**config.mk**
```make
export PLATFORM = sky130hd
export DESIGN_NAME = spi_slave_link_state_control
export DESIGN_NICKNAME = d
export VERILOG_FILES = /design/src/rtl/link_state_pkg.sv /design/src/rtl/spi_slave_link_state_control.sv
export VERILOG_INCLUDE_DIRS = /design/src /design/src/rtl
export SDC_FILE = /design/constraint.sdc
export NUM_CORES = 1
export LEC_CHECK = 0
export BUFFER_PORTS_ARGS = -buffer_cell sky130_fd_sc_hd__buf_4
export CAP_MARGIN = 20
export CORE_UTILIZATION = 58
export DETAILED_ROUTE_END_ITERATION = 6
export PLACE_DENSITY = 0.79
export SKIP_CTS_REPAIR_TIMING = 1
export SLEW_MARGIN = 0
export SYNTH_ARGS = -nofsm -noshare
export SYNTH_HDL_FRONTEND = slang
export SYNTH_SLANG_ARGS = --single-unit
```
**constraint.sdc**
```tcl
create_clock -name core_clk -period 2.7 [get_ports core_clk]
set_input_delay 0.54 -clock core_clk [delete_from_list [all_inputs] [get_ports core_clk]]
set_output_delay 0.54 -clock core_clk [all_outputs]
set_load 0.02 [all_outputs]
```
**src/rtl/link_state_defs.svh**
```systemverilog
// Purpose: Constants for the serial slave link-state controller
// Assumes: core_clk at 100 MHz
// Notes:   Times in ns; cycle counts derived from them
`ifndef LINK_STATE_DEFS_SVH
`define LINK_STATE_DEFS_SVH
`define CLK_PERIOD_NS        10
`define REQ_PULSE_NS         100000
`define REQ_PULSE_CYC        ((`REQ_PULSE_NS + `CLK_PERIOD_NS - 1) / `CLK_PERIOD_NS)
`define SEL_DELAY_NS         1000
`define SEL_DELAY_CYC        ((`SEL_DELAY_NS) / `CLK_PERIOD_NS)
`define FRAME_BITS           16
`define READY_FRAME_RST      16'h5aa5
`endif

```
**src/rtl/link_state_pkg.sv**
```systemverilog
// Purpose: Types for the serial slave link-state controller
// Assumes: Nothing
// Notes:   One-hot state codes
package link_state_pkg;
  typedef enum logic [4:0] {
    ST_INITIAL  = 5'h01,
    ST_DESEL    = 5'h02,
    ST_PROACT   = 5'h04,
    ST_SELECTED = 5'h08,
    ST_WAITSEL  = 5'h10
  } link_state_type;
endpackage : link_state_pkg

```
**src/rtl/spi_slave_link_state_control.sv**
```systemverilog
// Purpose: Link-state control of a serial peripheral slave, 4 or 5 signal variant
// Assumes: Serial clock mode 0, pins sampled by core_clk through two flops
// Notes:   Reset command comes as a level from the link layer above
`timescale 1ns/1ps
`default_nettype none
`include "link_state_defs.svh"
module spi_slave_link_state_control (
  input  wire logic        core_clk,
  input  wire logic        nrst,
  input  wire logic        five_signal_mode,
  input  wire logic        soft_reset,
  input  wire logic        reset_ack_sent,
  input  wire logic        ready_frame_pending,
  input  wire logic [15:0] ready_frame_data,
  input  wire logic        sclk_pin,
  input  wire logic        mosi_pin,
  input  wire logic        select_n_in,
  output logic             select_n_out,
  output logic             select_n_oe_n,
  output logic             attention_out,
  output logic             miso_out,
  output logic             miso_oe_n,
  output logic             param_frame_valid,
  output logic [15:0]      param_frame_data,
  output logic             selected_flag,
  output logic             ready_frame_done
);
  link_state_pkg::link_state_type state_q, state_d;
  logic [2:0]  sclk_s_q, sel_s_q;
  logic [1:0]  mosi_s_q;
  logic [16:0] timer_q;
  logic [4:0]  bit_cnt_q;
  logic [15:0] rx_shift_q, tx_shift_q;
  logic        got_param_q, sending_q;
  logic        sclk_rise, sclk_fall, sel_low, sel_fell, sel_rose;

  // Sync stage 0 read only by stage 1; edges on stages 1 and 2
  always_ff @(posedge core_clk or negedge nrst) begin
    if (!nrst) begin
      sclk_s_q <= 3'h0;
      sel_s_q  <= 3'h7;
      mosi_s_q <= 2'h0;
    end else begin
      sclk_s_q <= {sclk_s_q[1:0], sclk_pin};
      sel_s_q  <= {sel_s_q[1:0], select_n_in};
      mosi_s_q <= {mosi_s_q[0], mosi_pin};
    end
  end

  assign sclk_rise = sclk_s_q[1] & ~sclk_s_q[2];
  assign sclk_fall = ~sclk_s_q[1] & sclk_s_q[2];
  assign sel_low   = ~sel_s_q[1];
  assign sel_fell  = ~sel_s_q[1] & sel_s_q[2];
  assign sel_rose  = sel_s_q[1] & ~sel_s_q[2];

  // In four-signal mode own request pulls select low; that edge is not a master select
  always_comb begin
    state_d = state_q;
    case (state_q)
      link_state_pkg::ST_INITIAL: begin
        if (got_param_q && sel_rose && !soft_reset) begin
          state_d = link_state_pkg::ST_DESEL;
        end
      end
      link_state_pkg::ST_DESEL: begin
        if (soft_reset) begin
          state_d = link_state_pkg::ST_INITIAL;
        end else if (sel_fell) begin
          state_d = link_state_pkg::ST_SELECTED;
        end else if (ready_frame_pending && !selected_flag) begin
          state_d = link_state_pkg::ST_PROACT;
        end
      end
      link_state_pkg::ST_PROACT: begin
        if (soft_reset) begin
          state_d = link_state_pkg::ST_INITIAL;
        end else if (timer_q == 17'(`REQ_PULSE_CYC - 1)) begin
          state_d = link_state_pkg::ST_WAITSEL;
        end
      end
      link_state_pkg::ST_WAITSEL: begin
        if (soft_reset) begin
          state_d = link_state_pkg::ST_INITIAL;
        end else if (timer_q < 17'd4) begin
          state_d = link_state_pkg::ST_WAITSEL; // Let released line settle through sync
        end else if (sel_low) begin
          state_d = link_state_pkg::ST_SELECTED;
        end
      end
      link_state_pkg::ST_SELECTED: begin
        if (soft_reset) begin
          state_d = link_state_pkg::ST_INITIAL;
        end else if (sel_rose) begin
          state_d = link_state_pkg::ST_DESEL;
        end
      end
      default: state_d = link_state_pkg::ST_INITIAL;
    endcase
  end

  always_ff @(posedge core_clk or negedge nrst) begin
    if (!nrst) begin
      state_q <= link_state_pkg::ST_INITIAL;
    end else begin
      state_q <= state_d;
    end
  end

  always_ff @(posedge core_clk or negedge nrst) begin
    if (!nrst) begin
      timer_q <= 17'h0;
    end else if (state_d != state_q) begin
      timer_q <= 17'h0;
    end else if (timer_q != 17'h1ffff) begin
      timer_q <= timer_q + 17'h1;
    end
  end

  // Decodes shared by several output flops
  function automatic logic requesting(
    input link_state_pkg::link_state_type s
  );
    return s == link_state_pkg::ST_PROACT;
  endfunction : requesting

  function automatic logic drives_miso(
    input link_state_pkg::link_state_type s
  );
    return s == link_state_pkg::ST_SELECTED;
  endfunction : drives_miso

  function automatic logic frame_starts(
    input link_state_pkg::link_state_type cur,
    input link_state_pkg::link_state_type nxt
  );
    return cur == link_state_pkg::ST_WAITSEL && nxt == link_state_pkg::ST_SELECTED;
  endfunction : frame_starts

  logic [4:0]  tx_cnt_q;
  logic [15:0] rx_word;
  logic        rx_take, rx_last, tx_start, tx_shift_en, tx_last;

  assign rx_take     = sel_low && sclk_rise && !soft_reset && state_q == link_state_pkg::ST_INITIAL;
  assign rx_last     = rx_take && bit_cnt_q == 5'(`FRAME_BITS - 1);
  assign rx_word     = {rx_shift_q[14:0], mosi_s_q[1]};
  assign tx_start    = frame_starts(state_q, state_d);
  assign tx_shift_en = sending_q && sclk_fall && drives_miso(state_d) && !tx_start;
  // Counting falls, not looking at data, so frames ending in zeros still end
  assign tx_last     = tx_shift_en && tx_cnt_q == 5'(`FRAME_BITS - 1);

  // Select is only ever driven low, so a master pulling it low never fights it
  always_ff @(posedge core_clk or negedge nrst) begin
    if (!nrst) begin
      select_n_out <= 1'b1;
    end else begin
      select_n_out <= 1'b0;
    end
  end

  always_ff @(posedge core_clk or negedge nrst) begin
    if (!nrst) begin
      select_n_oe_n <= 1'b1;
    end else begin
      select_n_oe_n <= !(requesting(state_d) && !five_signal_mode);
    end
  end

  always_ff @(posedge core_clk or negedge nrst) begin
    if (!nrst) begin
      attention_out <= 1'b0;
    end else begin
      attention_out <= requesting(state_d) && five_signal_mode;
    end
  end

  // Receive path in initial state: parameter request frame
  always_ff @(posedge core_clk or negedge nrst) begin
    if (!nrst) begin
      bit_cnt_q <= 5'h0;
    end else if (soft_reset || !sel_low) begin
      bit_cnt_q <= 5'h0;
    end else if (rx_last) begin
      bit_cnt_q <= 5'h0;
    end else if (rx_take) begin
      bit_cnt_q <= bit_cnt_q + 5'h1;
    end
  end

  always_ff @(posedge core_clk or negedge nrst) begin
    if (!nrst) begin
      rx_shift_q <= 16'h0;
    end else if (rx_take) begin
      rx_shift_q <= rx_word;
    end
  end

  always_ff @(posedge core_clk or negedge nrst) begin
    if (!nrst) begin
      got_param_q <= 1'b0;
    end else if (soft_reset) begin
      got_param_q <= 1'b0;
    end else if (rx_last) begin
      got_param_q <= 1'b1;
    end
  end

  always_ff @(posedge core_clk or negedge nrst) begin
    if (!nrst) begin
      param_frame_valid <= 1'b0;
    end else begin
      param_frame_valid <= rx_last;
    end
  end

  always_ff @(posedge core_clk or negedge nrst) begin
    if (!nrst) begin
      param_frame_data <= 16'h0;
    end else if (rx_last) begin
      param_frame_data <= rx_word;
    end
  end

  // Transmit path; slow clock leaves ample margin for sync latency
  always_ff @(posedge core_clk or negedge nrst) begin
    if (!nrst) begin
      selected_flag <= 1'b0;
    end else begin
      selected_flag <= drives_miso(state_d);
    end
  end

  always_ff @(posedge core_clk or negedge nrst) begin
    if (!nrst) begin
      miso_oe_n <= 1'b1;
    end else begin
      miso_oe_n <= !drives_miso(state_d);
    end
  end

  always_ff @(posedge core_clk or negedge nrst) begin
    if (!nrst) begin
      tx_shift_q <= `READY_FRAME_RST;
    end else if (tx_start) begin
      tx_shift_q <= ready_frame_data;
    end else if (tx_shift_en) begin
      tx_shift_q <= {tx_shift_q[14:0], 1'b0};
    end
  end

  always_ff @(posedge core_clk or negedge nrst) begin
    if (!nrst) begin
      miso_out <= 1'b0;
    end else if (tx_start) begin
      miso_out <= ready_frame_data[15];
    end else if (tx_shift_en) begin
      miso_out <= tx_shift_q[14];
    end
  end

  always_ff @(posedge core_clk or negedge nrst) begin
    if (!nrst) begin
      tx_cnt_q <= 5'h0;
    end else if (tx_start) begin
      tx_cnt_q <= 5'h0;
    end else if (tx_shift_en) begin
      tx_cnt_q <= tx_cnt_q + 5'h1;
    end
  end

  always_ff @(posedge core_clk or negedge nrst) begin
    if (!nrst) begin
      sending_q <= 1'b0;
    end else if (tx_start) begin
      sending_q <= 1'b1;
    end else if (!drives_miso(state_d) || tx_last) begin
      sending_q <= 1'b0;
    end
  end

  always_ff @(posedge core_clk or negedge nrst) begin
    if (!nrst) begin
      ready_frame_done <= 1'b0;
    end else begin
      ready_frame_done <= tx_last;
    end
  end
endmodule : spi_slave_link_state_control
`default_nettype wire

```
; Word-level counts from Yosys, hierarchy flattened
; Index checks and enable logic that the tools add are counted.
[classes]
addsub = 3
mul = 0
div_mod_pow = 0
magnitude_cmp = 1
eq_ne = 12
shift = 0
n_mux = 27
bitwise = 8
reduce_logical = 27
[ops]
columns = operator, n
row1 = $mux 5, 16
row2 = $mux 17, 2
row3 = $mux 15, 2
row4 = $pmux 5 s5, 1
row5 = $eq 5x4->1 const B, 4
row6 = $add 17x1->17 const B, 1
row7 = $eq 17x14->1 const B, 1
row8 = $lt 17x3->1 const B, 1
row9 = $ne 17x17->1 const B, 1
row10 = $logic_and 1x1->1, 14
row11 = $add 5x1->5 const B, 2
row12 = $eq 5x3->1 const B, 2
row13 = $reduce_bool 2->1, 4
row14 = $logic_not 1->1, 6
row15 = $mux 1, 6
row16 = $eq 5x1->1 const B, 1
row17 = $eq 5x2->1 const B, 1
row18 = $eq 5x5->1 const B, 1
row19 = $ne 5x5->1, 1
row20 = $and 1x1->1, 4
row21 = $not 1->1, 4
row22 = $reduce_bool 3->1, 1
row23 = $logic_or 1x1->1, 2
[word_totals]
regBits = 96
latchBits = 0
ram_bits = 0
rom_bits = 0
word_cells = 98
mem_count = 0

; Logic depth before layout (Yosys ltp)
; Gate-level depths: netlist of run 1.
[depth]
ltp_word = 14
depth_mapped = 10
depth_no_buf = 9

; Worst setup path after synthesis of run 1
; No wires, ideal clock.
[synth_timing]
kind = reg-to-reg
startpoint = register timer_q[0]
endpoint = register timer_q[13]
setup_ns = 0.129
arrival_ns = 2.238
slack_ns = 0.333
stages_incl_launch_ff = 11
n_path_buf = 1
period_less_slack_ns = 2.367
path_cell_list = dfrtp_1 ha_1 nand4_1 and4b_1 ha_1 clkbuf_1 nand4b_1 nor4_1 nand3_1 xor2_1 nor3_2
[synth_between]
elab_chain_len = 6
elab_cells_between_ends = 13
cone_classes = 1 x add/sub / 1 x order compare / 3 x eq/ne / 7 x mux / 1 x reduce/logical
[synth_rtl]
columns = element, line_no
row1 = start: declaration, spi_slave_link_state_control.sv:31  ; logic [16:0] timer_q;
row2 = start signal: assignment, spi_slave_link_state_control.sv:115  ; timer_q <= timer_q + 17'h1;
row3 = $lt 17x3->1 or $eq 17x14->1 (tied branches), "spi_slave_link_state_control.sv:84, spi_slave_link_state_control.sv:77"
row4 = $mux 5 (on tied branches), "spi_slave_link_state_control.sv:84, spi_slave_link_state_control.sv:77"
row5 = $mux 5 (on tied branches), "spi_slave_link_state_control.sv:82, spi_slave_link_state_control.sv:75"
row6 = $pmux 5 s5, spi_slave_link_state_control.sv:59  ; case (state_q)
row7 = $ne 5x5->1, spi_slave_link_state_control.sv:112  ; end else if (state_d != state_q) begin
row8 = $mux 17 or $reduce_bool 2->1 (tied branches), -
; Parallel ways exist; a longest one is shown, timed or not. The select of a mux whose other input is x is not followed.
; A chain may end at the register's enable or synchronous reset.

; Final worst setup path of run 1
[layout_timing]
startpoint = register state_q[4]
endpoint = register timer_q[4]
[layout_between]
elab_chain_len = 6
elab_cells_between_ends = 20
cone_classes = 6 x eq/ne / 13 x mux / 1 x reduce/logical
[layout_rtl]
columns = element, line_no
row1 = start: declaration, spi_slave_link_state_control.sv:28  ; link_state_pkg::link_state_type state_q, state_d;
row2 = start signal: assignment, spi_slave_link_state_control.sv:103  ; state_q <= link_state_pkg::ST_INITIAL;
row3 = start signal: assignment, spi_slave_link_state_control.sv:105  ; state_q <= state_d;
row4 = $mux 5 (on tied branches), "spi_slave_link_state_control.sv:86, spi_slave_link_state_control.sv:70"
row5 = $mux 5 (on tied branches), "spi_slave_link_state_control.sv:84, spi_slave_link_state_control.sv:68"
row6 = $mux 5 (on tied branches), "spi_slave_link_state_control.sv:82, spi_slave_link_state_control.sv:66"
row7 = $pmux 5 s5, spi_slave_link_state_control.sv:59
row8 = $ne 5x5->1 *, spi_slave_link_state_control.sv:112
row9 = $mux 17 or $reduce_bool 2->1 (tied branches), -
; Mark *: on every way between the ends. The rest lies on a longest branch, timed or not.

==> out/qor.tcl, run 1 <==
set qor(outcome) {completed}
set qor(route.antenna.remaining_nets) 0
set qor(global_route.overflow_total) 0
set qor(finish.net_count) 489
set qor(h-tree-depth) 3
set qor(post_synth_instance_area_sq_um) 4460
set qor(detailedPlacementHpwl_mm) 5.82
set qor(worst_setup_path_startpoint) {state_q[4]}
set qor(class_of_the_tightest_hold_or_removal_check) {in -> async}
set qor(worst_pin_slew_ns) 0.653
set qor(layout_setup_ws_ns) 0.251
set qor(max_freq_ghz) 0.408
set qor(layout-area-overhead-vs-synth_pct) 15.1
set qor(path_buf_inv) 0
set qor(firstDrtPassIters) 4
set qor(rows) 31
set qor(yosys.cell_count.top_type) {sky130_fd_sc_hd__dfrtp_1}
set qor(totalNegativeSetupSlack_ns) 0
set qor(yosys-top-cells-area) {sky130_fd_sc_hd__dfrtp_1, sky130_fd_sc_hd__dfstp_2, sky130_fd_sc_hd__nand2_1, sky130_fd_sc_hd__mux2_1, sky130_fd_sc_hd__mux2i_1}
set qor(cp_cell_sequence) {or4b_4, or3_1, a21oi_2, o2111ai_4, nor3_1}
set qor(setup_viol) 0
set qor(synth_top_area_cell) {sky130_fd_sc_hd__dfrtp_1}
set qor(worst_path_required_ns) 2.97
set qor(cts.root.buffer_cell) {sky130_fd_sc_hd__clkbuf_8}
set qor(drc_violations_left) 0
set qor(cap_violations) 0
set qor(place_ws_ns) 0.126
set qor(rsz_0062_raised_after_global_routing) {no}
set qor(wl_final_mm) 8.27
set qor(tritoncts) {yes}
set qor(antenna_cells) 0
set qor(leakagePower_nw) 2.45
set qor(slew_headroom_pct) 56.5
set qor(grt_start_max_net_pins) 45
set qor(synth_seq_area_share_pct) 54.2
set qor(cp-end-kind) {flop}
set qor(routed_wirelength_normalized_by_instance_count_um) 14.7
set qor(worst_path_dominant_cell_family) {simple AND/OR/NAND/NOR gates}
set qor(die_w_um) 89.7
set qor(p_total_mw) 2.87
set qor(worst_path_largest_cell_delay_ns) 0.63
set qor(via_count_of_the_first_global_routing_pass) 3112
set qor(layout-drive-gt1-share_pct) 24.4
set qor(worst_setup_path_category) {reg -> reg}
set qor(ys_seq_elements) 96
set qor(cts_made_buffers) 9
set qor(power.density_nw_per_um2) 558
set qor(yosysUniqueCellTypes) 59
set qor(area.sequential_sq_um) 2420
set qor(critPathMaxFanout) 17
set qor(worstSkewPairLatency_ns) 0.37
set qor(wire_length_of_the_first_global_routing_pass_mm) 14.4
set qor(gp_congestion) 0.829
set qor(design.core.area_sq_um) 7330
set qor(fillCellCount) 525
set qor(cp_slowest_cell) {sky130_fd_sc_hd__dfrtp_1}
set qor(die_area_sq_um) 8050
set qor(layout_worst_path_cycle_share_pct) 90.7
set qor(drv_slew) 0
set qor(overall_die_height_um) 89.7
set qor(synthesis.area_per_instance_sq_um) 10.9
set qor(peakVddDrop_v) 0.000439
set qor(synth_edf_count) 0
set qor(fin_hold_ws_ns) 0.161
set qor(initial_utilization_pct) 60.9
set qor(worst_r2r_startpoint) {state_q[4]}
set qor(arrival_ns) 2.72
set qor(cts_sinks) 96
set qor(grt_antenna_before_repair) 0
set qor(clkSlewWorstSetupHoldPaths_ns) 0.10
set qor(grt_usage_pct) 22.3
set qor(final_period_minus_worst_setup_slack_ns) 2.45
set qor(crit_path_start_kind) {flop}
set qor(syn-instance-count) 408
set qor(drt_iter0_markers) 176
set qor(synthDominantCellAreaShare_pct) 45.4
set qor(asyncSetResetFlopFracSynth_pct) 100
set qor(final-hold-violation-count) 0
set qor(worst_clock_skew_ns) 0.0136
set qor(synth_common_cells) {sky130_fd_sc_hd__dfrtp_1, sky130_fd_sc_hd__nand2_1, sky130_fd_sc_hd__nor2_1, sky130_fd_sc_hd__a21oi_1, sky130_fd_sc_hd__mux2i_1}
set qor(footprint_of_the_multi_input_gates_sq_um) 1910
set qor(synth_flop_cell) {sky130_fd_sc_hd__dfrtp_1}
set qor(via_per_inst) 5.52
set qor(yosys_warnings) 0
set qor(synth.net_count) 438
set qor(place.port_buffers) 47
set qor(clk_path_buf_depth) 2
set qor(ios) 49
set qor(vias) 3108
==> flip-flops by register name (all words and copies together) (netlist names), 2 cells and up <==
| signal | count |
|---|---|
| timer_q | 17 |
| state_q | 5 |
| mosi_s_q | 2 |
| bit_cnt_q | 5 |
| tx_cnt_q | 5 |
| sel_s_q | 3 |
| sclk_s_q | 3 |
| param_frame_data | 16 |
| tx_shift_q | 15 |
| rx_shift_q | 15 |
==> power breakdown <==
part / total [mW] / internal [mW] / switching (mW)
logic: 0.296 / 0.146 / 0.150
registers: 1.65 / 1.54 / 0.116
clock network: 0.918 / 0.383 / 0.535
==> final cells by class <==
type,instances,share of cell area (%)
well taps,99,2.41
inverters,4,0.292
repair buffers,61,9.16
clock buffers,10,2.68
clock inverters,6,1.12
flip-flops and latches,96,47.1
multi-input cells,287,37.2
==> stage by stage <==
stage | area [sq um] | util (%) | instances
6_report | 5140 | 70.1 | 563
5_1_grt | 5140 | 70.1 | 563
4_1_cts | 5140 | 70.1 | 563
3_5_place_dp | 4940 | 67.4 | 547
3_3_place_gp | 4940 | 67.4 | 547
2_1_floorplan | 4460 | - | 408
==> per-layer routing <==
layer / up-vias / GRT usage, % / part of all wire (%)
met5: - / 0 / 0
met2: 54 / 36.2 / 49
met1: 1509 / 28.9 / 46
met3: 16 / 5.08 / 3.7
met4: 0 / 9.29 / 1.8
li1: 1529 / - / -
==> cells in the final DEF, fill, tap and decap left out, drive strengths merged, types with 2 or more instances in the layout <==
master  count
nand3b      2
o21ai       7
nand4b      5
a21oi      19
nand2      64
nand3      12
buf        61
nand4       6
xnor2       9
nand2b      3
clkbuf     10
o31ai       3
dfrtp      81
mux2i      17
dfstp      15
or2         3
a31oi       3
inv         8
nor4b       3
and3b       2
xor2       10
and2        3
ha          5
clkinv      2
nor3       24
or3         4
and4b       2
nor4        8
nor2b       6
nor2       27
mux2       16
and3        9
==> worst paths after layout <==
check	endpoint	slack, ns	depth (start not counted)
worst max-delay path	timer_q[4]	0.25	5
worst min register to register	mosi_s_q[1]	0.36	0
worst max register to register	timer_q[4]	0.25	5
worst min-delay path	timer_q[10]	0.16	1
min in group core_clk	mosi_s_q[0]	0.27	1
max in group asynchronous	tx_shift_q[0]	1.81	2
==> logic make-up after synthesis <==
| kind of cell | count (synthesis) | share of synthesized area, % |
|---|---|---|
| AO/OA/AOI/OAI | 41 | 6.06 |
| AND/OR/NAND/NOR | 188 | 23.7 |
| flip-flops | 96 | 54.2 |
| XOR/XNOR | 19 | 3.73 |
| adder cells (fa/ha/maj) | 5 | 1.40 |
| multiplexers | 33 | 7.85 |
| other | 1 | 0.0840 |
| buffers and inverters | 25 | 2.92 |
(Power assumes the default switching activity.)
==> run 2: changes to the inputs <==
--- a/config.mk
+++ b/config.mk
@@ -10,7 +10,7 @@
 export CAP_MARGIN = 20
 export CORE_UTILIZATION = 58
 export DETAILED_ROUTE_END_ITERATION = 6
-export PLACE_DENSITY = 0.79
+export PLACE_DENSITY = 0.82
 export SKIP_CTS_REPAIR_TIMING = 1
 export SLEW_MARGIN = 0
 export SYNTH_ARGS = -nofsm -noshare
==> run 2 against run 1 <==
Net effect: critical path depth is the same; clock power shrank 0.4%; worst setup slack lost 0.0078 ns; combinational power is essentially flat; global-route usage shrank 0.54 points; worst hold slack lost 0.024 ns; register-to-register slack is essentially flat; via count grew 0.84%; clock-buffer cell count is the same; fmax shrank 0.32%; die area is the same; critical endpoint is now timer_q[0].
==> out/qor.tcl, run 2 (synthesis gave the netlist of run 1 again) <==
set qor(layout-drive-gt1-share_pct) 23.9 ;# was 24.4%
set qor(die_w_um) 89.7 ;# unchanged
set qor(slew_headroom_pct) 56.2 ;# was 56.5%
set qor(route.antenna.remaining_nets) 0 ;# unchanged
set qor(gp_congestion) 0.873 ;# was 0.829
set qor(clkSlewWorstSetupHoldPaths_ns) 0.10 ;# about the same
set qor(layout.cells.most_common_list) {sky130_fd_sc_hd__dfrtp_1, sky130_fd_sc_hd__nand2_1, sky130_fd_sc_hd__buf_4} ;# unchanged
set qor(firstDrtPassIters) 4 ;# unchanged
set qor(worstSkewPairLatency_ns) 0.36 ;# was 0.37 ns
set qor(p_total_mw) 2.86 ;# was 2.87 mW
set qor(cts_sinks) 96 ;# unchanged
set qor(routed_wirelength_normalized_by_instance_count_um) 14.7 ;# about the same
set qor(fin_cells) 560 ;# was 563
set qor(worst_path_required_ns) 2.97 ;# about the same
set qor(final_period_minus_worst_setup_slack_ns) 2.46 ;# was 2.45 ns
set qor(reg.largest.list) {timer_q (17), param_frame_data (16)} ;# unchanged
set qor(regToRegSetupSlack_ns) 0.24 ;# was 0.25 ns
set qor(fin_area_sq_um) 5110 ;# was 5140 sq um
set qor(h-tree-depth) 3 ;# unchanged
set qor(cp_cell_sequence) {or4b_4, or3_1, a21oi_2, o2111ai_4, nor3_1} ;# unchanged
set qor(ios) 49 ;# unchanged
set qor(worst_pin_slew_ns) 0.657 ;# was 0.653 ns
set qor(wire_length_of_the_first_global_routing_pass_mm) 14.0 ;# was 14.4 mm
set qor(totalNegativeSetupSlack_ns) 0 ;# unchanged
set qor(leakagePower_nw) 2.43 ;# was 2.45 nW
set qor(grt_start_max_net_pins) 60 ;# was 45
set qor(via_count_of_the_first_global_routing_pass) 3052 ;# was 3112
set qor(global_route.overflow_total) 0 ;# unchanged
set qor(layout-area-overhead-vs-synth_pct) 14.5 ;# was 15.1%
set qor(detailedPlacementHpwl_mm) 5.62 ;# was 5.82 mm
set qor(clk_path_buf_depth) 2 ;# unchanged
set qor(rows) 31 ;# unchanged
set qor(worst_r2r_startpoint) {state_q[4]} ;# unchanged
set qor(critical_path.reg2reg.endpoint) {timer_q[0]} ;# was timer_q[4]
set qor(grt_antenna_before_repair) 0 ;# unchanged
set qor(place_area_sq_um) 4920 ;# was 4940 sq um
set qor(cap_violations) 0 ;# unchanged
set qor(drv_slew) 0 ;# unchanged
set qor(design.core.area_sq_um) 7330 ;# unchanged
set qor(final_common_cell) {sky130_fd_sc_hd__dfrtp_1} ;# unchanged
set qor(worst_clock_skew_ns) 0.0107 ;# was 0.0136 ns
set qor(worst_setup_path_category) {reg -> reg} ;# unchanged
set qor(drc_violations_left) 0 ;# unchanged
set qor(vias) 3134 ;# was 3108
set qor(tritoncts) {yes} ;# unchanged
set qor(antenna_cells) 0 ;# unchanged
set qor(largest_register_ff_count) 17 ;# unchanged
set qor(final-hold-violation-count) 0 ;# unchanged
set qor(fin_hold_ws_ns) 0.137 ;# was 0.161 ns
set qor(fillCellCount) 523 ;# was 525
set qor(rsz_0062_raised_after_global_routing) {no} ;# unchanged
set qor(power.density_nw_per_um2) 560 ;# was 558 nW/um^2
set qor(largest-register) {timer_q} ;# unchanged
set qor(crit_path_start_kind) {flop} ;# unchanged
set qor(drt_iter0_markers) 188 ;# was 176
set qor(cts_made_buffers) 9 ;# unchanged
set qor(outcome) {completed} ;# unchanged
set qor(worstRegToRegCells) 5 ;# unchanged
set qor(class_of_the_tightest_hold_or_removal_check) {in -> async} ;# unchanged
set qor(cp-end-kind) {flop} ;# unchanged
set qor(die_area_sq_um) 8050 ;# unchanged
set qor(arrival_ns) 2.72 ;# about the same
set qor(critPathMaxFanout) 17 ;# unchanged
set qor(cp_slowest_cell) {sky130_fd_sc_hd__dfrtp_1} ;# unchanged
set qor(placed_cells) 544 ;# was 547
set qor(via_per_inst) 5.60 ;# was 5.52
set qor(finish.net_count) 486 ;# was 489
set qor(cts.root.buffer_cell) {sky130_fd_sc_hd__clkbuf_8} ;# unchanged
set qor(grt_usage_pct) 21.7 ;# was 22.3%
set qor(setup_viol) 0 ;# unchanged
set qor(max_freq_ghz) 0.407 ;# was 0.408 GHz
set qor(layout_worst_path_cycle_share_pct) 91.0 ;# was 90.7%
set qor(wl_final_mm) 8.22 ;# was 8.27 mm
set qor(initial_utilization_pct) 60.9 ;# unchanged
set qor(overall_die_height_um) 89.7 ;# unchanged
set qor(peakVddDrop_v) 0.000345 ;# was 0.000439 V
set qor(place.port_buffers) 47 ;# unchanged
set qor(worst_path_largest_cell_delay_ns) 0.62 ;# was 0.63 ns
==> run 2: cell types whose count changed in the layout (fill, tap and decap cells not counted), sizes merged <==
cell,delta
inv,+1
buf,-3
clkinv,-1
==> run 2: final cells by class <==
type | instances | area, sq um | area share (%)
clock buffer | 10 | 138 | 2.69
clock inverter | 6 | 55.1 | 1.08
inverter | 4 | 15.0 | 0.294
multi-input combinational | 287 | 1910 | 37.4
sequential | 96 | 2420 | 47.4
tap | 99 | 124 | 2.42
timing repair buffer | 58 | 448 | 8.76
==> run 2: how the worst max path moves through the flow <==
stage	start	end	cells after the start
floorplan	timer_q[0]	timer_q[13]	10
global placement	soft_reset	timer_q[1]	6
detailed placement	soft_reset	timer_q[0]	6
CTS	state_q[4]	timer_q[0]	5
global route	timer_q[0]	timer_q[15]	10
finish	state_q[4]	timer_q[0]	5
==> run 2: stage by stage <==
stage / util, % / worst slack (ns)
floorplan: - / 0.333
global placement: 67.1 / 0.204
detailed placement: 67.1 / 0.129
CTS: 69.7 / 0.238
global route: 69.7 / 0.0845
finish: 69.7 / 0.243
==> run 2: power by group <==
part | leakage (nW) | switching, mW | internal, mW | total [mW]
registers | 1.25 | 0.115 | 1.54 | 1.65
logic | 1.08 | 0.154 | 0.145 | 0.299
clock network | 0.100 | 0.532 | 0.382 | 0.914
total | 2.43 | 0.801 | 2.06 | 2.86
==> run 2: critical path, delay by kind of cell, from the launching register on <==
| family | cells | cell delay (ns) |
|---|---|---|
| flops | 1 | 0.62 |
| simple gates | 3 | 1.16 |
| compound gates | 2 | 0.57 |
==> run 2: layer usage <==
metal  share of wire (%)  vias up  GRT usage (%)  routed length (um)
met5                   0        -              0                   0
met4                 1.0        0           6.15                  82
met3                 3.9        9           6.26                 322
met2                  49       66           35.3                4050
met1                  46     1533           28.6                3770
li1                    -     1526              -                   -
==> run 3: changes to the inputs <==
==> constraint.sdc (replaced) <==
create_clock -name core_clk -period 2.6 [get_ports core_clk]
set_input_delay 0.52 -clock core_clk [delete_from_list [all_inputs] [get_ports core_clk]]
set_output_delay 0.52 -clock core_clk [all_outputs]
set_load 0.02 [all_outputs]
==> run 3 against run 2 <==
Net effect: register-to-register slack got worse by 0.07 ns; critical path depth unchanged; worst hold slack got worse by 0.059 ns; clock-buffer cell count unchanged; sequential share of layout area decreased by 1.0 points; first-iteration DRC count is 37% higher; global-route usage increased by 1.5 points; core utilization is 1.6 points higher; combinational power is 3% higher; cell count grew 0.71%; critical path type unchanged; highest routed layer unchanged.
==> out/qor.tcl, run 3 (synthesis gave the netlist of run 1 again) <==
set qor(drt_iter0_markers) 258 ;# was 188
set qor(vias) 3209 ;# was 3134
set qor(overall_die_height_um) 89.7 ;# unchanged
set qor(design.core.area_sq_um) 7330 ;# unchanged
set qor(h-tree-depth) 3 ;# unchanged
set qor(fin_area_sq_um) 5230 ;# was 5110 sq um
set qor(layout-drive-gt1-share_pct) 24.3 ;# was 23.9%
set qor(rsz_0062_raised_after_global_routing) {no} ;# unchanged
set qor(drc_violations_left) 0 ;# unchanged
set qor(worst_clock_skew_ns) 0.0131 ;# was 0.0107 ns
set qor(cp-end-kind) {flop} ;# unchanged
set qor(place_area_sq_um) 4960 ;# was 4920 sq um
set qor(die_area_sq_um) 8050 ;# unchanged
set qor(die_w_um) 89.7 ;# unchanged
set qor(drv_slew) 0 ;# unchanged
set qor(setup_viol) 0 ;# unchanged
set qor(layout-area-overhead-vs-synth_pct) 17.1 ;# was 14.5%
set qor(slew_headroom_pct) 53.7 ;# was 56.2%
set qor(tritoncts) {yes} ;# unchanged
set qor(regToRegSetupSlack_ns) 0.17 ;# was 0.24 ns
set qor(antenna_cells) 0 ;# unchanged
set qor(rows) 31 ;# unchanged
set qor(reg.largest.list) {timer_q (17), param_frame_data (16)} ;# unchanged
set qor(gp_congestion) 0.871 ;# was 0.873
set qor(firstDrtPassIters) 5 ;# was 4
set qor(cap_violations) 0 ;# unchanged
set qor(wl_final_mm) 8.58 ;# was 8.22 mm
set qor(finish.net_count) 490 ;# was 486
set qor(outcome) {completed} ;# unchanged
set qor(worst_path_required_ns) 2.86 ;# was 2.97 ns
set qor(totalNegativeSetupSlack_ns) 0 ;# unchanged
set qor(cts.root.buffer_cell) {sky130_fd_sc_hd__clkbuf_8} ;# unchanged
set qor(route.antenna.remaining_nets) 0 ;# unchanged
set qor(layout_worst_path_cycle_share_pct) 93.3 ;# was 91.0%
set qor(fin_hold_ws_ns) 0.0776 ;# was 0.137 ns
set qor(worst_setup_path_endpoint) {timer_q[4]} ;# was timer_q[0]
set qor(globalRouteMet1Util_pct) 30.9 ;# was 28.6%
set qor(routed_wirelength_normalized_by_instance_count_um) 15.2 ;# was 14.7 um
set qor(arrival_ns) 2.69 ;# was 2.72 ns
set qor(globalRouteMet2Util_pct) 37.6 ;# was 35.3%
set qor(largest_register_ff_count) 17 ;# unchanged
set qor(grt_start_max_net_pins) 45 ;# was 60
set qor(crit_path_start_kind) {flop} ;# unchanged
set qor(grt-busiest-layer) {met2} ;# unchanged
set qor(cts_sinks) 96 ;# unchanged
set qor(power.density_nw_per_um2) 631 ;# was 560 nW/um^2
set qor(clkSlewWorstSetupHoldPaths_ns) 0.10 ;# about the same
set qor(peakVddDrop_v) 0.000490 ;# was 0.000345 V
set qor(critPathMaxFanout) 17 ;# unchanged
set qor(ios) 49 ;# unchanged
set qor(final_common_cell) {sky130_fd_sc_hd__dfrtp_1} ;# unchanged
set qor(global_route.overflow_total) 0 ;# unchanged
set qor(clk_path_buf_depth) 2 ;# unchanged
set qor(via_count_of_the_first_global_routing_pass) 3265 ;# was 3052
set qor(place.port_buffers) 47 ;# unchanged
set qor(layout.cells.most_common_list) {sky130_fd_sc_hd__dfrtp_1, sky130_fd_sc_hd__nand2_1, sky130_fd_sc_hd__buf_4} ;# unchanged
set qor(worst_pin_slew_ns) 0.694 ;# was 0.657 ns
set qor(final_period_minus_worst_setup_slack_ns) 2.43 ;# was 2.46 ns
set qor(largest-register) {timer_q} ;# unchanged
set qor(worstRegToRegCells) 5 ;# unchanged
set qor(wire_length_of_the_first_global_routing_pass_mm) 15.2 ;# was 14.0 mm
set qor(worst_r2r_startpoint) {state_q[4]} ;# unchanged
set qor(leakagePower_nw) 2.48 ;# was 2.43 nW
set qor(initial_utilization_pct) 60.9 ;# unchanged
set qor(worst_setup_path_category) {reg -> reg} ;# unchanged
set qor(max_freq_ghz) 0.412 ;# was 0.407 GHz
set qor(cts_made_buffers) 9 ;# unchanged
set qor(detailedPlacementHpwl_mm) 5.68 ;# was 5.62 mm
set qor(via_per_inst) 5.69 ;# was 5.60
set qor(class_of_the_tightest_hold_or_removal_check) {in -> async} ;# unchanged
set qor(grt_usage_pct) 23.3 ;# was 21.7%
set qor(final-hold-violation-count) 0 ;# unchanged
set qor(global_route.usage.met3_pct) 6.09 ;# was 6.26%
set qor(worst_setup_path_startpoint) {state_q[4]} ;# unchanged
set qor(critical_path.reg2reg.endpoint) {timer_q[4]} ;# was timer_q[0]
set qor(grt_antenna_before_repair) 0 ;# unchanged
set qor(worstSkewPairLatency_ns) 0.36 ;# about the same
run 3: cell count changes in the layout (fill, tap and decap cells not counted), sizes merged:
cell and delta:
inv -3, bufinv +4, buf +4, clkinv -1
run 3: worst min path at each step:
stage                      startpoint                  end  slack, ns  depth (start not counted)
after floorplan                  nrst        attention_out       0.22                          0
after global placement    mosi_s_q[0]          mosi_s_q[1]       0.33                          0
after detailed placement  sclk_s_q[0]          sclk_s_q[1]       0.34                          0
after CTS                        nrst  param_frame_data[3]       0.07                          1
after global routing             nrst  param_frame_data[3]       0.08                          1
final                            nrst  param_frame_data[3]       0.08                          1
run 3: stage by stage:
stage / total power [mW] / setup slack, ns / std cells / util [%]
final: 3.30 / 0.175 / 564 / 71.3
after global routing: 3.45 / 0.0698 / 564 / 71.3
after CTS: 3.33 / 0.184 / 564 / 71.3
after detailed placement: 2.05 / 0.0976 / 548 / 67.7
after global placement: 2.03 / 0.137 / 548 / 67.7
after floorplan: 1.91 / 0.233 / 408 / -
run 3: worst max-delay path, cell delays in order, from the launching register on:
cell                        delay (ns)
sky130_fd_sc_hd__dfrtp_1          0.64
sky130_fd_sc_hd__or4b_4           0.53
sky130_fd_sc_hd__or3_1            0.33
sky130_fd_sc_hd__a21oi_2          0.20
sky130_fd_sc_hd__o2111ai_4        0.37
sky130_fd_sc_hd__nor3_1           0.28
run 3: report_power, final:
| group | switching [mW] | internal (mW) |
|---|---|---|
| logic | 0.156 | 0.151 |
| registers | 0.125 | 1.60 |
| clock network | 0.524 | 0.744 |
| total | 0.806 | 2.49 |
run 3: routing by layer:
metal	wire [um]	vias up
li1	-	1536
met1	3860	1574
met2	4190	91
met3	445	8
met4	90	0
met5	0	-
run 3: final cells by class:
cell class | instances | area (sq um)
Clock buffer | 10 | 128
Clock inverter | 6 | 138
Fill cell | 524 | 2100
Inverter | 4 | 15.0
Multi-Input combinational cell | 287 | 1910
Sequential cell | 96 | 2420
Tap cell | 99 | 124
Timing Repair Buffer | 62 | 490
